--- src/host_req_map.svh ---
// constants for the host request pin logic
`ifndef HOST_REQ_MAP_SVH
`define HOST_REQ_MAP_SVH
`define HRQ_POL_RESET 1'b0
`define HRQ_OD_RESET 1'b0
`define HRQ_FUNC_RESET 1'b0
`define HRQ_DBL_RESET 1'b0
`define HRQ_DIR_RESET 2'h0
`define HRQ_DIR_DISC 2'h0
`define HRQ_DIR_IN 2'h1
`define HRQ_DIR_OUT 2'h2
`endif

--- src/host_req_pkg.sv ---
// types for the host request pin logic
package host_req_pkg;
    typedef enum logic [1:0] {
        GP_DISC = 2'h0,
        GP_IN = 2'h1,
        GP_OUT = 2'h2,
        GP_RSVD = 2'h3
    } gp_dir_e;
endpackage : host_req_pkg

--- src/req_pin_drive.sv ---
// one request pin driver: polarity and driven or open-drain style
module req_pin_drive (
    input wire logic req_active,
    input wire logic active_high,
    input wire logic open_drain,
    output logic pin_level,
    output logic pin_oe
);
    wire logic level_w;
    assign level_w = req_active ? active_high : ~active_high;
    // open drain only pulls low, else released
    assign pin_level = open_drain ? 1'b0 : level_w;
    assign pin_oe = open_drain ? ~level_w : 1'b1;
endmodule : req_pin_drive

--- src/host_request_pin_logic.sv ---
// request and acknowledge pin logic of the parallel host port
`include "host_req_map.svh"
module host_request_pin_logic (
    input wire logic clk,
    input wire logic sys_rst,
    input wire logic host_port_function,
    input wire logic double_request,
    input wire logic single_req_high,
    input wire logic tx_req_high,
    input wire logic rx_req_high,
    input wire logic ack_high,
    input wire logic single_req_od,
    input wire logic tx_req_od,
    input wire logic rx_req_od,
    input wire logic [1:0] dir_fourteen,
    input wire logic [1:0] dir_fifteen,
    input wire logic out_fourteen,
    input wire logic out_fifteen,
    input wire logic single_req,
    input wire logic tx_req,
    input wire logic rx_req,
    input wire logic port_line_fourteen_in,
    input wire logic port_line_fifteen_in,
    output logic port_line_fourteen_out,
    output logic port_line_fourteen_oe,
    output logic port_line_fifteen_out,
    output logic port_line_fifteen_oe,
    output logic host_acknowledge_in,
    output logic gp_in_fourteen,
    output logic gp_in_fifteen
);
    logic func_reg;
    logic dbl_reg;
    logic pol_s_reg;
    logic pol_t_reg;
    logic pol_r_reg;
    logic pol_a_reg;
    logic od_s_reg;
    logic od_t_reg;
    logic od_r_reg;
    host_req_pkg::gp_dir_e dir14_reg;
    host_req_pkg::gp_dir_e dir15_reg;
    logic ack_reg;
    logic gp14_reg;
    logic gp15_reg;

    always_ff @(posedge clk)
    begin
        if (sys_rst)
        begin
            func_reg <= `HRQ_FUNC_RESET;
            dbl_reg <= `HRQ_DBL_RESET;
            pol_s_reg <= `HRQ_POL_RESET;
            pol_t_reg <= `HRQ_POL_RESET;
            pol_r_reg <= `HRQ_POL_RESET;
            pol_a_reg <= `HRQ_POL_RESET;
            od_s_reg <= `HRQ_OD_RESET;
            od_t_reg <= `HRQ_OD_RESET;
            od_r_reg <= `HRQ_OD_RESET;
            dir14_reg <= host_req_pkg::gp_dir_e'(`HRQ_DIR_RESET);
            dir15_reg <= host_req_pkg::gp_dir_e'(`HRQ_DIR_RESET);
        end
        else
        begin
            func_reg <= host_port_function;
            dbl_reg <= double_request;
            pol_s_reg <= single_req_high;
            pol_t_reg <= tx_req_high;
            pol_r_reg <= rx_req_high;
            pol_a_reg <= ack_high;
            od_s_reg <= single_req_od;
            od_t_reg <= tx_req_od;
            od_r_reg <= rx_req_od;
            dir14_reg <= host_req_pkg::gp_dir_e'(dir_fourteen);
            dir15_reg <= host_req_pkg::gp_dir_e'(dir_fifteen);
        end
    end

    // line 14 request selection
    wire logic req14_w;
    wire logic pol14_w;
    wire logic od14_w;
    assign req14_w = dbl_reg ? tx_req : single_req;
    assign pol14_w = dbl_reg ? pol_t_reg : pol_s_reg;
    assign od14_w = dbl_reg ? od_t_reg : od_s_reg;

    wire logic hi14_lvl;
    wire logic hi14_oe;
    wire logic hi15_lvl;
    wire logic hi15_oe;
    req_pin_drive u_drv14 (
        .req_active(req14_w),
        .active_high(pol14_w),
        .open_drain(od14_w),
        .pin_level(hi14_lvl),
        .pin_oe(hi14_oe)
    );
    req_pin_drive u_drv15 (
        .req_active(rx_req),
        .active_high(pol_r_reg),
        .open_drain(od_r_reg),
        .pin_level(hi15_lvl),
        .pin_oe(hi15_oe)
    );

    wire logic gp14_out_w;
    wire logic gp15_out_w;
    wire logic hi15_drive_w;
    assign gp14_out_w = (dir14_reg == host_req_pkg::GP_OUT);
    assign gp15_out_w = (dir15_reg == host_req_pkg::GP_OUT);
    assign hi15_drive_w = func_reg && dbl_reg;
    assign port_line_fourteen_out = func_reg ? hi14_lvl : out_fourteen;
    assign port_line_fourteen_oe = func_reg ? hi14_oe : gp14_out_w;
    assign port_line_fifteen_out = hi15_drive_w ? hi15_lvl : out_fifteen;
    // single mode: line 15 is an input, never driven
    assign port_line_fifteen_oe = func_reg ? (dbl_reg && hi15_oe)
                                           : gp15_out_w;

    // acknowledge sampling, polarity removed
    wire logic ack_next;
    wire logic gp14_next;
    wire logic gp15_next;
    assign ack_next = func_reg && !dbl_reg
                      && (port_line_fifteen_in == pol_a_reg);
    assign gp14_next = !func_reg && (dir14_reg == host_req_pkg::GP_IN)
                       ? port_line_fourteen_in : 1'b0;
    assign gp15_next = !func_reg && (dir15_reg == host_req_pkg::GP_IN)
                       ? port_line_fifteen_in : 1'b0;

    always_ff @(posedge clk)
    begin
        if (sys_rst)
        begin
            ack_reg <= 1'b0;
            gp14_reg <= 1'b0;
            gp15_reg <= 1'b0;
        end
        else
        begin
            ack_reg <= ack_next;
            gp14_reg <= gp14_next;
            gp15_reg <= gp15_next;
        end
    end
    assign host_acknowledge_in = ack_reg;
    assign gp_in_fourteen = gp14_reg;
    assign gp_in_fifteen = gp15_reg;

    chk_reset_disc: assert property (@(posedge clk)
        $past(sys_rst) |-> !port_line_fourteen_oe && !port_line_fifteen_oe)
        else $error("lines driven right after reset");
    chk_reset_quiet: assert property (@(posedge clk)
        $past(sys_rst) |-> !host_acknowledge_in && !gp_in_fourteen
        && !gp_in_fifteen)
        else $error("inputs sampled right after reset");
    chk_single_drive: assert property (@(posedge clk)
        disable iff (sys_rst)
        func_reg && !dbl_reg && !od_s_reg |-> port_line_fourteen_oe
        && port_line_fourteen_out == (single_req ~^ pol_s_reg))
        else $error("single request level wrong");
    chk_driven_oe: assert property (@(posedge clk)
        disable iff (sys_rst)
        func_reg && !od14_w |-> port_line_fourteen_oe)
        else $error("driven request line not enabled");
    chk_tx_level: assert property (@(posedge clk)
        disable iff (sys_rst)
        func_reg && dbl_reg && !od_t_reg |->
        port_line_fourteen_out == (tx_req ~^ pol_t_reg))
        else $error("transmit request level wrong");
    chk_rx_level: assert property (@(posedge clk)
        disable iff (sys_rst)
        func_reg && dbl_reg && !od_r_reg |-> port_line_fifteen_oe
        && port_line_fifteen_out == (rx_req ~^ pol_r_reg))
        else $error("receive request level wrong");
    chk_od_pull: assert property (@(posedge clk)
        disable iff (sys_rst)
        func_reg && od14_w |-> !port_line_fourteen_out
        && (port_line_fourteen_oe == !(req14_w ~^ pol14_w)))
        else $error("open drain behaviour wrong");
    chk_rx_od_pull: assert property (@(posedge clk)
        disable iff (sys_rst)
        func_reg && dbl_reg && od_r_reg |-> !port_line_fifteen_out
        && (port_line_fifteen_oe == !(rx_req ~^ pol_r_reg)))
        else $error("receive open drain behaviour wrong");
    chk_ack_input: assert property (@(posedge clk)
        disable iff (sys_rst)
        func_reg && !dbl_reg |-> !port_line_fifteen_oe
        ##1 host_acknowledge_in == $past(port_line_fifteen_in ~^ pol_a_reg))
        else $error("acknowledge line driven or lost");
    chk_ack_pol: assert property (@(posedge clk)
        disable iff (sys_rst)
        ##1 host_acknowledge_in == ($past(func_reg && !dbl_reg)
        && $past(port_line_fifteen_in) == $past(pol_a_reg)))
        else $error("acknowledge polarity wrong");
    chk_gp_dir: assert property (@(posedge clk)
        disable iff (sys_rst)
        !func_reg |->
        port_line_fourteen_oe == (dir14_reg == host_req_pkg::GP_OUT)
        && port_line_fifteen_oe == (dir15_reg == host_req_pkg::GP_OUT))
        else $error("general purpose direction wrong");
    chk_gp_sample: assert property (@(posedge clk)
        disable iff (sys_rst)
        !func_reg && dir14_reg == host_req_pkg::GP_IN
        |=> gp_in_fourteen == $past(port_line_fourteen_in))
        else $error("line 14 input not sampled");
    chk_gp_refused: assert property (@(posedge clk)
        disable iff (sys_rst)
        func_reg |=> !gp_in_fourteen && !gp_in_fifteen)
        else $error("general purpose input seen in host function");
    chk_pol_state: assert property (@(posedge clk)
        disable iff (sys_rst)
        func_reg && dbl_reg && !od_t_reg && $stable(tx_req)
        && $stable({func_reg, dbl_reg, od_t_reg})
        && $changed(pol_t_reg) |-> $changed(port_line_fourteen_out))
        else $error("polarity change not seen at pin");
    cov_single: cover property (@(posedge clk) func_reg && !dbl_reg
        && single_req);
    cov_double: cover property (@(posedge clk) func_reg && dbl_reg
        && tx_req && rx_req);
    cov_ack: cover property (@(posedge clk) host_acknowledge_in);
    cov_gp: cover property (@(posedge clk) !func_reg && gp_in_fifteen);
    cov_open_drain: cover property (@(posedge clk) func_reg && od14_w
        && port_line_fourteen_oe);
endmodule : host_request_pin_logic

--- config.mk ---
export PLATFORM = sky130hd
export DESIGN_NAME = host_request_pin_logic
export DESIGN_NICKNAME = d
export VERILOG_FILES = /design/src/host_req_pkg.sv /design/src/req_pin_drive.sv /design/src/host_request_pin_logic.sv
export VERILOG_INCLUDE_DIRS = /design/src
export SDC_FILE = /design/constraint.sdc
export NUM_CORES = 1
export LEC_CHECK = 0
export ABC_AREA = 0
export BUFFER_PORTS_ARGS = -buffer_cell sky130_fd_sc_hd__clkbuf_2
export CAP_MARGIN = 20
export CORE_MARGIN = 1.5
export CORE_UTILIZATION = 35
export CTS_CLUSTER_SIZE = 10
export DETAILED_ROUTE_END_ITERATION = 10
export GPL_TIMING_DRIVEN = 0
export HOLD_SLACK_MARGIN = 0.15
export PLACE_DENSITY_LB_ADDON = 0.25
export SLEW_MARGIN = 0
export SYNTH_ARGS = -nofsm -noshare
export SYNTH_HDL_FRONTEND = slang
export SYNTH_SLANG_ARGS = --single-unit
--- constraint.sdc ---
create_clock -name clk -period 3 [get_ports clk]
set_clock_uncertainty 0.15 [all_clocks]
set_input_delay 0.3 -clock clk [delete_from_list [all_inputs] [get_ports clk]]
set_output_delay 0.3 -clock clk [all_outputs]
set_load 0.02 [all_outputs]
==> results of run 1 <==
-- routing by layer --
layer | wire length [um] | share of wire (%)
met1 | 439 | 39
met3 | 55 | 4.9
met4 | 29 | 2.6
met5 | 0 | 0
met2 | 608 | 54
-- cells in the mapped netlist --
| cell type | count |
|---|---|
| sky130_fd_sc_hd__xor2_1 | 2 |
| sky130_fd_sc_hd__nand4_1 | 1 |
| sky130_fd_sc_hd__clkbuf_2 | 1 |
| sky130_fd_sc_hd__nor2_1 | 1 |
| sky130_fd_sc_hd__nand2_1 | 4 |
| sky130_fd_sc_hd__o221a_1 | 1 |
| sky130_fd_sc_hd__nand2b_4 | 2 |
| sky130_fd_sc_hd__nand4b_1 | 1 |
| sky130_fd_sc_hd__nor4_1 | 2 |
| sky130_fd_sc_hd__inv_1 | 4 |
| sky130_fd_sc_hd__o221ai_1 | 1 |
| sky130_fd_sc_hd__o32ai_1 | 1 |
| sky130_fd_sc_hd__xnor2_1 | 2 |
| sky130_fd_sc_hd__nor3_1 | 1 |
| sky130_fd_sc_hd__buf_6 | 1 |
| sky130_fd_sc_hd__nor2b_1 | 14 |
| sky130_fd_sc_hd__o31ai_1 | 1 |
| sky130_fd_sc_hd__dfxtp_1 | 16 |
-- final cells by class --
| class | instances | area share (%) |
|---|---|---|
| Timing Repair Buffer | 49 | 35.7 |
| Sequential cell | 16 | 32.6 |
| Multi-Input combinational cell | 34 | 24.2 |
| Clock buffer | 3 | 2.29 |
| Tap cell | 16 | 2.04 |
| Buffer | 2 | 1.66 |
| Inverter | 4 | 1.53 |
-- layout by cell type (no fill, tap or decap) --
| cell | synthesis | layout |
|---|---|---|
| sky130_fd_sc_hd__nand4b_1 | 1 | 1 |
| sky130_fd_sc_hd__clkbuf_4 | 0 | 3 |
| sky130_fd_sc_hd__nand2_1 | 4 | 4 |
| sky130_fd_sc_hd__nor2_1 | 1 | 1 |
| sky130_fd_sc_hd__nand4_1 | 1 | 1 |
| sky130_fd_sc_hd__xnor2_1 | 2 | 2 |
| sky130_fd_sc_hd__inv_1 | 4 | 4 |
| sky130_fd_sc_hd__nor3_1 | 1 | 1 |
| sky130_fd_sc_hd__o221a_1 | 1 | 1 |
| sky130_fd_sc_hd__clkbuf_2 | 1 | 29 |
| sky130_fd_sc_hd__xor2_1 | 2 | 2 |
| sky130_fd_sc_hd__dfxtp_1 | 16 | 16 |
| sky130_fd_sc_hd__buf_6 | 1 | 1 |
| sky130_fd_sc_hd__o221ai_1 | 1 | 1 |
| sky130_fd_sc_hd__dlygate4sd3_1 | 0 | 21 |
| sky130_fd_sc_hd__nor2b_1 | 14 | 14 |
| sky130_fd_sc_hd__o31ai_1 | 1 | 1 |
| sky130_fd_sc_hd__nor4_1 | 2 | 2 |
| sky130_fd_sc_hd__nand2b_4 | 2 | 2 |
| sky130_fd_sc_hd__o32ai_1 | 1 | 1 |
-- stage by stage --
step / cell area (sq um) / hold WS (ns) / instances / worst slack, ns / power [mW]
CTS: 982 / 0.278 / 124 / 1.22 / 0.413
global placement: 749 / 0.260 / 100 / 1.44 / 0.285
finish: 982 / 0.282 / 124 / 1.24 / 0.406
detailed placement: 749 / 0.266 / 100 / 1.43 / 0.286
global route: 982 / 0.311 / 124 / 1.15 / 0.432
floorplan: 589 / 0.222 / 56 / 1.46 / 0.263
-- cell families after synthesis --
group	after synthesis	synth area share, %
AOI/OAI and AO/OA	4	6.16
xor gates and xnor gates	4	5.95
DFF	16	54.4
and+or+nand+nor	26	28.2
buffers and inverters	6	5.31
-- report_power, final --
group | switching (mW) | leakage [nW] | total (mW) | internal [mW]
clock | 0.0574 | 0.0138 | 0.104 | 0.0465
sequential | 0.00492 | 0.133 | 0.227 | 0.223
combinational | 0.0287 | 0.318 | 0.0745 | 0.0458
total | 0.0911 | 0.464 | 0.406 | 0.315
-- how the worst max path moves through the flow --
stage	from	end	slack [ns]	cells after the start
after floorplan	func_reg$_SDFF_PP0_	port_line_fifteen_out	1.46	3
after global placement	single_req	port_line_fourteen_oe	1.44	5
after detailed placement	single_req	port_line_fourteen_oe	1.43	5
after global routing	func_reg$_SDFF_PP0_	port_line_fourteen_out	1.15	5
final	func_reg$_SDFF_PP0_	port_line_fourteen_oe	1.24	5
after CTS	func_reg$_SDFF_PP0_	port_line_fourteen_oe	1.22	5
==> run summary, run 1 <==
## GRT
- **met1 usage** 14.2%
- **total congestion overflow after global routing** 0
- **met3 Resource Use GR** 2.86%
- **global-route layer with the greatest usage** met2
- **initial antenna violation count** 0
- **All-Layer GR Usage** 14.1%
- **vias in the first global route** 503
- **largest net degree at the start of global routing** 11
- **first-pass GRT wire length** 1900 um
- **GR Util met2** 24.1%

## Logic synthesis
- **Post-Syn Instances** 56
- **syn_area_per_cell** 10.5 sq um
- **cells taking the most area after synthesis** sky130_fd_sc_hd__dfxtp_1 (54%), sky130_fd_sc_hd__nor2b_1 (15%), sky130_fd_sc_hd__nand2b_4 (4.7%)
- **post-synthesis sequential area ratio** 54.4%
- **count of distinct cell types in the synthesized netlist** 18
- **Synthesized Nets** 78
- **#FFs+latches synth** 16
- **area share of the largest cell type after synthesis** 54.4%
- **number of warning messages in the yosys log** 0
- **post-synthesis cell type with the largest combined area** sky130_fd_sc_hd__dfxtp_1
- **synthesized area** 589 sq um

## Finish
- **total of fill cells in the finished design** 146
- **# diodes** 0
- **share of layout cells above drive strength 1** 32.4%
- **area occupied by registers** 320 sq um
- **Total Nets Final** 132
- **area growth from synthesis to layout** 66.7%
- **Util after Layout** 63.7%
- **area of the multi-input gates** 238 sq um

## Detailed routing
- **count of TritonRoute iterations in the first routing pass** 2
- **post-DR vias/cell** 4.36
- **Starting DRT DRC Count** 5
- **number of vias after detailed routing** 541
- **Antenna Nets Post-Route** 0
- **Post-Route WL** 1130 um
- **post-route DRC violation count** 0
- **average wire length per cell after detail routing** 9.14 um

## Worst setup path
- **number of buffers and inverters on the critical path** 2
- **Critical Path AT** 1.31 ns
- **largest delay contributor family on the critical path** flip-flops
- **origin of the critical flop-to-flop path** func_reg$_SDFF_PP0_
- **CP Cell Sequence** buf_6, nand2b_4, nand2b_4, o221a_1, clkbuf_2
- **startpoint class of the critical path** flip-flop
- **worst stage delay on the critical path** 0.33 ns
- **maximum fanout encountered on the critical timing path** 9
- **Crit path required time** 2.55 ns
- **Crit-path slowest cell** sky130_fd_sc_hd__dfxtp_1
- **endpoint of the most critical register-to-register path** gp_in_fifteen$_SDFF_PP0_
- **cell repeated most along the worst path** sky130_fd_sc_hd__nand2b_4
- **critical path endpoint category** output port
- **cells on worst reg2reg path** 2
- **worst reg-to-reg setup slack** 2.06 ns
- **worst setup path category** reg2out

## Clock tree
- **clock slew at reported path FFs** 0.08 ns
- **post-CTS setup buffer count** 0
- **clock latency on the worst-skew pair** 0.27 ns
- **CTS-repair resized insts** 0
- **CTS HTree Levels** 1
- **Sinks on Clock Net** 16
- **library cell used as clock root buffer** sky130_fd_sc_hd__clkbuf_4
- **TritonCTS clock tree** done
- **count of hold buffers inserted by post-cts repair** 21
- **maximum buffer depth of the clock tree** 2
- **number of buffers inserted during clock tree synthesis** 3

## Min path
- **launch instance of the worst min-delay path** dir14_reg[1]$_SDFF_PP0_
- **worst hold-check path type** reg2reg
- **number of cells on the worst hold path** 1
- **sink of the worst hold path** gp_in_fourteen$_SDFF_PP0_

## Timing
- **final period demand of the worst path** 1.76 ns
- **Final TNS setup** 0 ns
- **setup repair after global routing missed its margin** false
- **Pins Over Slew Limit** 0
- **worst-case headroom to the max-slew limit** 80.7%
- **Peak Freq** 567 MHz
- **Final Hold Fails** 0
- **final cycle utilization of the critical path** 58.8%
- **transition time at the pin with the least slew margin** 0.287 ns
- **number of setup violations in the final report** 0

## Floorplanning
- **number of core rows** 14
- **starting density of the core** 38.2%
- **Ports** 29
- **core outline area** 1540 sq um
- **Die Span X** 44.0 um
- **overall die height** 44.0 um
- **floorplan die area** 1940 sq um

## Power and ir drop
- **leakage power total** 0.464 nW
- **areal power density over the cells** 413 nW/um^2
- **Max IR drop VDD** 0.220 mV

## Placed design
- **I/O Buffers** 28
- **DP HPWL** 718 um
- **RePlAce Congestion** 0.675

## Status
- **result of the run** finished, final reports clean

## Flow run
- **number of maximum-capacitance constraint violations** 0

Power figures use the tool's default switching activity.
==> run 2: changes to the inputs <==
Clock period 3 ns to 1.5 ns, I/O delays scaled along.
==> run 2 against run 1 <==
Effect of this change:
- the run now ends with setup timing left
- cell area increased by 4.5%
- sequential power rose by 100%
- via count grew 2.8%
- core utilization up 2.8 points
- global-route usage rose by 0.17 points
- setup slack got worse by 1.3 ns
- combinational power is 110% higher
- clock-buffer cell count unchanged
- largest cell class unchanged
==> run summary, run 2 (synthesis gave the netlist of run 1 again) <==
## Status
- **failing checks** setup timing
- **result of the run** complete, but fails checks

## Placed design
- **DP HPWL** 718 um
- **I/O Buffers** 28
- **RePlAce Congestion** 0.675

## Detailed routing
- **post-route DRC violation count** 0
- **number of vias after detailed routing** 556
- **post-DR vias/cell** 4.41
- **average wire length per cell after detail routing** 9.30 um
- **Antenna Nets Post-Route** 0
- **count of TritonRoute iterations in the first routing pass** 2
- **Starting DRT DRC Count** 2
- **Post-Route WL** 1170 um

## Finish
- **share of layout cells above drive strength 1** 38.2%
- **area growth from synthesis to layout** 74.1%
- **Util after Layout** 66.6%
- **# diodes** 0
- **leading cell type in the layout, fill and taps excluded** sky130_fd_sc_hd__clkbuf_2
- **total of fill cells in the finished design** 131
- **Total Nets Final** 134
- **most frequent cells in the layout** sky130_fd_sc_hd__clkbuf_2 (25), sky130_fd_sc_hd__dlygate4sd3_1 (21), sky130_fd_sc_hd__nor2b_1 (14), sky130_fd_sc_hd__dfxtp_1 (13)

## GRT
- **first-pass GRT wire length** 1930 um
- **All-Layer GR Usage** 14.2%
- **total congestion overflow after global routing** 0
- **vias in the first global route** 515
- **largest net degree at the start of global routing** 11
- **initial antenna violation count** 0

## Clock tree
- **clock slew at reported path FFs** 0.08 ns
- **clock latency on the worst-skew pair** 0.27 ns
- **library cell used as clock root buffer** sky130_fd_sc_hd__clkbuf_4
- **maximum buffer depth of the clock tree** 2
- **TritonCTS clock tree** done
- **number of buffers inserted during clock tree synthesis** 3
- **CTS HTree Levels** 1
- **Sinks on Clock Net** 16

## Power and ir drop
- **combinational group share of total power** 19.3%
- **net switching power of the design** 0.186 mW
- **total internal power** 0.639 mW
- **areal power density over the cells** 804 nW/um^2
- **overall power of the completed layout** 0.825 mW
- **part of the power in the clock network** 25.3%
- **Switching Fraction** 22.5%
- **Max IR drop VDD** 0.433 mV
- **leakage power total** 0.484 nW
- **sequential power share** 55.4%

## Timing
- **Final Hold Fails** 0
- **Pins Over Slew Limit** 0
- **final cycle utilization of the critical path** 105%
- **transition time at the pin with the least slew margin** 0.219 ns
- **final period demand of the worst path** 1.58 ns
- **Peak Freq** 633 MHz
- **number of setup violations in the final report** 2
- **post-route setup slack** -0.0792 ns
- **worst-case headroom to the max-slew limit** 85.3%
- **setup repair after global routing missed its margin** true

## Floorplanning
- **Ports** 29
- **starting density of the core** 38.2%
- **number of core rows** 14
- **Die Span X** 44.0 um
- **core outline area** 1540 sq um
- **overall die height** 44.0 um
- **floorplan die area** 1940 sq um

## Worst setup path
- **Crit path required time** 1.20 ns
- **startpoint class of the critical path** flip-flop
- **worst reg-to-reg setup slack** 0.47 ns
- **Critical Path AT** 1.28 ns
- **critical path endpoint category** output port
- **worst setup path category** reg2out
- **maximum fanout encountered on the critical timing path** 3

## Min path
- **worst hold-check path type** in2reg

## Flow run
- **number of maximum-capacitance constraint violations** 0

[run 2: cell count changes in the layout (fill, tap and decap cells not counted), moves of 2 or more]
cell | previous run | this run
sky130_fd_sc_hd__buf_2 | 0 | 2
sky130_fd_sc_hd__buf_4 | 0 | 4
sky130_fd_sc_hd__clkbuf_2 | 29 | 25
sky130_fd_sc_hd__dfxtp_1 | 16 | 13
sky130_fd_sc_hd__dfxtp_2 | 0 | 2
[run 2: through the flow]
step	TNS, ns	cells	setup slack [ns]	cell area (sq um)	hold WS, ns
after floorplan	0	56	0.111	589	0.0716
after global placement	0	100	0.180	749	0.207
after detailed placement	0	100	0.186	749	0.212
after CTS	-0.214	125	-0.0942	1010	0.219
final	-0.101	126	-0.0792	1030	0.213
after global routing	-0.274	126	-0.139	1030	0.248
[run 2: final cells by class]
class / count / area, sq um / share of cell area (%)
timing repair buffer: 52 / 384 / 37.4
sequential: 16 / 327 / 31.8
multi-input combinational: 34 / 253 / 24.6
clock buffer: 3 / 22.5 / 2.20
tap: 16 / 20.0 / 1.95
inverter: 4 / 15.0 / 1.46
buffer: 1 / 5.00 / 0.488
[run 2: final timing paths]
kind                           startpoint                         to  cells after the start
hold reg to reg   dir14_reg[1]$_SDFF_PP0_  gp_in_fourteen$_SDFF_PP0_                      1
setup / recovery       dbl_reg$_SDFF_PP0_      port_line_fourteen_oe                      4
hold / removal                    sys_rst        func_reg$_SDFF_PP0_                      3
setup reg to reg      func_reg$_SDFF_PP0_   gp_in_fifteen$_SDFF_PP0_                      2
[run 2: per-layer routing]
layer,global-route usage [%],part of all wire [%],wire length [um]
met5,0,0,0
met4,12.7,2.6,30
met3,2.86,4.0,47
met2,25.0,56,659
met1,13.9,37,435
[run 2: power by group through the flow]
stage	clock network, mW	registers [mW]	logic (mW)
2_1_floorplan	0	0.465	0.0617
3_3_place_gp	0	0.464	0.106
3_5_place_dp	0	0.464	0.108
4_1_cts	0.221	0.456	0.158
5_1_grt	0.242	0.459	0.173
6_report	0.208	0.457	0.160
[run 2: what timing repair did]
action                                  CTS  global route
gates resized for setup                   5             7
endpoints found under the setup margin    4             4
buffers inserted                          1             2
hold buffers                             21             0
pin swaps                                 0             3
hold endpoints to repair                 16             0
[run 2: critical path, cell delays in order, from the launching register on]
cell,delay (ns)
sky130_fd_sc_hd__dfxtp_2,0.33
sky130_fd_sc_hd__nand2b_4,0.13
sky130_fd_sc_hd__nand2b_4,0.13
sky130_fd_sc_hd__o221a_1,0.26
sky130_fd_sc_hd__clkbuf_8,0.15
==> run 3: changes to the inputs <==
Settings changed: ABC_AREA 0 to 1.
==> run 3 against run 2 <==
Effect of this change:
- the run still ends with setup timing left
- setup slack improved by 0.024 ns
- via count is 33% higher
- global-route usage rose by 1.8 points
- synthesized cell count up 75%
- combinational power rose by 16%
- core utilization down 1.8 points
- wire length grew 29%
==> run summary, run 3 <==
## Status
- **result of the run** complete, but fails checks
- **failing checks** setup timing

## Timing
- **Final Hold Fails** 0
- **final period demand of the worst path** 1.56 ns
- **number of setup violations in the final report** 4
- **Pins Over Slew Limit** 0
- **transition time at the pin with the least slew margin** 0.238 ns
- **Peak Freq** 643 MHz
- **post-route setup slack** -0.0551 ns
- **worst-case headroom to the max-slew limit** 84.1%
- **final cycle utilization of the critical path** 104%
- **Final TNS setup** -0.123 ns
- **setup repair after global routing missed its margin** true

## Finish
- **total of fill cells in the finished design** 170
- **area of the multi-input gates** 263 sq um
- **Total Nets Final** 174
- **# diodes** 0
- **leading cell type in the layout, fill and taps excluded** sky130_fd_sc_hd__clkbuf_2
- **final standard cell area without fillers** 1140 sq um
- **area growth from synthesis to layout** 70.0%
- **area occupied by registers** 328 sq um
- **share of layout cells above drive strength 1** 31.1%
- **most frequent cells in the layout** sky130_fd_sc_hd__clkbuf_2 (23), sky130_fd_sc_hd__inv_1 (21), sky130_fd_sc_hd__nand2_1 (21), sky130_fd_sc_hd__dlygate4sd3_1 (20), sky130_fd_sc_hd__nor2_1 (16)

## Power and ir drop
- **overall power of the completed layout** 0.923 mW
- **leakage power total** 0.639 nW
- **areal power density over the cells** 808 nW/um^2
- **Max IR drop VDD** 0.453 mV

## Floorplanning
- **Die Span X** 46.8 um
- **overall die height** 46.8 um
- **core outline area** 1760 sq um
- **floorplan die area** 2190 sq um
- **starting density of the core** 38.1%
- **Ports** 29
- **number of core rows** 15

## Min path
- **worst hold-check path type** in2reg
- **launch instance of the worst min-delay path** sys_rst
- **sink of the worst hold path** pol_a_reg$_SDFF_PP0_
- **number of cells on the worst hold path** 3

## Clock tree
- **number of buffers inserted during clock tree synthesis** 3
- **maximum buffer depth of the clock tree** 2
- **library cell used as clock root buffer** sky130_fd_sc_hd__clkbuf_4
- **clock latency on the worst-skew pair** 0.28 ns
- **clock slew at reported path FFs** 0.09 ns
- **CTS HTree Levels** 1
- **Sinks on Clock Net** 16
- **TritonCTS clock tree** done

## Logic synthesis
- **number of warning messages in the yosys log** 0
- **syn_area_per_cell** 6.86 sq um
- **commonest cells in the synthesized netlist** sky130_fd_sc_hd__nand2_1 (26), sky130_fd_sc_hd__inv_1 (23), sky130_fd_sc_hd__dfxtp_1 (16), sky130_fd_sc_hd__nor2_1 (16), sky130_fd_sc_hd__nand3_1 (6)
- **post-synthesis sequential area ratio** 47.7%
- **number of flops mapped to enable cells by yosys** 0
- **cells taking the most area after synthesis** sky130_fd_sc_hd__dfxtp_1 (48%), sky130_fd_sc_hd__nand2_1 (15%), sky130_fd_sc_hd__inv_1 (13%)
- **Async S/R FF share, synth** 0%
- **#FFs+latches synth** 16
- **Post-Syn Instances** 98
- **synthesized area** 672 sq um
- **Main synth FF type** sky130_fd_sc_hd__dfxtp_1
- **Synthesized Nets** 120
- **post-synthesis cell type with the largest combined area** sky130_fd_sc_hd__dfxtp_1
- **most frequent cell after synthesis** sky130_fd_sc_hd__nand2_1
- **count of distinct cell types in the synthesized netlist** 14
- **area share of the largest cell type after synthesis** 47.7%

## Detailed routing
- **Starting DRT DRC Count** 12
- **Antenna Nets Post-Route** 0
- **post-DR vias/cell** 4.19
- **Post-Route WL** 1510 um
- **average wire length per cell after detail routing** 8.58 um
- **number of vias after detailed routing** 738
- **count of TritonRoute iterations in the first routing pass** 5
- **post-route DRC violation count** 0

## GRT
- **largest net degree at the start of global routing** 11
- **total congestion overflow after global routing** 0
- **All-Layer GR Usage** 16.0%
- **vias in the first global route** 672
- **initial antenna violation count** 0
- **first-pass GRT wire length** 2480 um

## Placed design
- **instance area at placement** 838 sq um
- **RePlAce Congestion** 0.657
- **pre-CTS setup slack** 0.0845 ns
- **I/O Buffers** 27
- **DP HPWL** 939 um

## Worst setup path
- **endpoint of the most critical register-to-register path** gp_in_fifteen$_SDFF_PP0_
- **Critical Path AT** 1.26 ns
- **origin of the critical flop-to-flop path** func_reg$_SDFF_PP0_
- **worst reg-to-reg setup slack** 0.10 ns
- **maximum fanout encountered on the critical timing path** 7
- **Crit path required time** 1.20 ns
- **critical path endpoint category** output port
- **worst setup path category** reg2out
- **startpoint class of the critical path** flip-flop
- **cells on worst reg2reg path** 4

## Flow run
- **number of maximum-capacitance constraint violations** 0

run 3: changes by cell type after synthesis, moves of 2 or more:
cell,previous run,this run
sky130_fd_sc_hd__nor2b_1,14,0
sky130_fd_sc_hd__xnor2_1,2,0
sky130_fd_sc_hd__nand2_1,4,26
sky130_fd_sc_hd__nand3_1,0,6
sky130_fd_sc_hd__nand2b_4,2,0
sky130_fd_sc_hd__nor2_1,1,16
sky130_fd_sc_hd__inv_1,4,23
run 3: worst max-delay path by stage:
stage / startpoint / endpoint / slack, ns
floorplan: func_reg$_SDFF_PP0_ / port_line_fifteen_out / 0.24
global placement: dbl_reg$_SDFF_PP0_ / port_line_fourteen_oe / 0.11
detailed placement: dbl_reg$_SDFF_PP0_ / port_line_fourteen_oe / 0.08
CTS: dbl_reg$_SDFF_PP0_ / port_line_fifteen_out / -0.06
global route: dbl_reg$_SDFF_PP0_ / port_line_fifteen_oe / -0.10
finish: dbl_reg$_SDFF_PP0_ / port_line_fifteen_out / -0.06
run 3: power breakdown:
group / total (mW) / switching, mW / internal, mW / leakage (nW)
sequential: 0.459 / 0.0152 / 0.444 / 0.134
clock: 0.278 / 0.130 / 0.148 / 0.0210
combinational: 0.186 / 0.0817 / 0.104 / 0.485
run 3: area by class of cell:
cell class	instances	area share [%]
buffer	2	0.767
clock buffer	4	3.18
inverter	23	7.78
multi-input combinational	56	23.0
sequential	16	28.7
tap	25	2.74
timing repair buffer	50	33.8
run 3: through the flow:
stage	cells	util, %	hold WS [ns]
3_3_place_gp	150	47.5	0.193
5_1_grt	176	64.8	0.245
2_1_floorplan	98	-	0.107
6_report	176	64.8	0.205
3_5_place_dp	150	47.5	0.197
4_1_cts	175	63.5	0.190
run 3: cells by family after synthesis:
logic type             share of synthesized area (%)
XOR/XNOR                                        2.61
buffers and inverters                           15.8
AND/OR/NAND/NOR                                 32.6
flip-flops                                      47.7
AO/OA/AOI/OAI                                   1.30
run 3: layer usage:
metal | wire, um | track usage (%) | share of wire (%)
met5 | 0 | 0 | 0
met4 | 30 | 10.0 | 2.0
met1 | 642 | 18.8 | 43
met3 | 57 | 1.15 | 3.8
met2 | 780 | 28.2 | 52
run 3: worst max-delay path, cell delays in order, from the launching register on:
cell and delay, ns:
sky130_fd_sc_hd__dfxtp_4 0.42, sky130_fd_sc_hd__nand2_4 0.06, sky130_fd_sc_hd__or2_4 0.23, sky130_fd_sc_hd__o21ai_2 0.11
sky130_fd_sc_hd__clkbuf_8 0.15
run 3: repair_timing:
action,4_1_cts,5_1_grt
hold buffers,20,0
setup endpoints to repair,4,4
endpoints found under the hold margin,16,0
pin swaps,2,3
gates resized for setup,12,8
buffers inserted,2,1
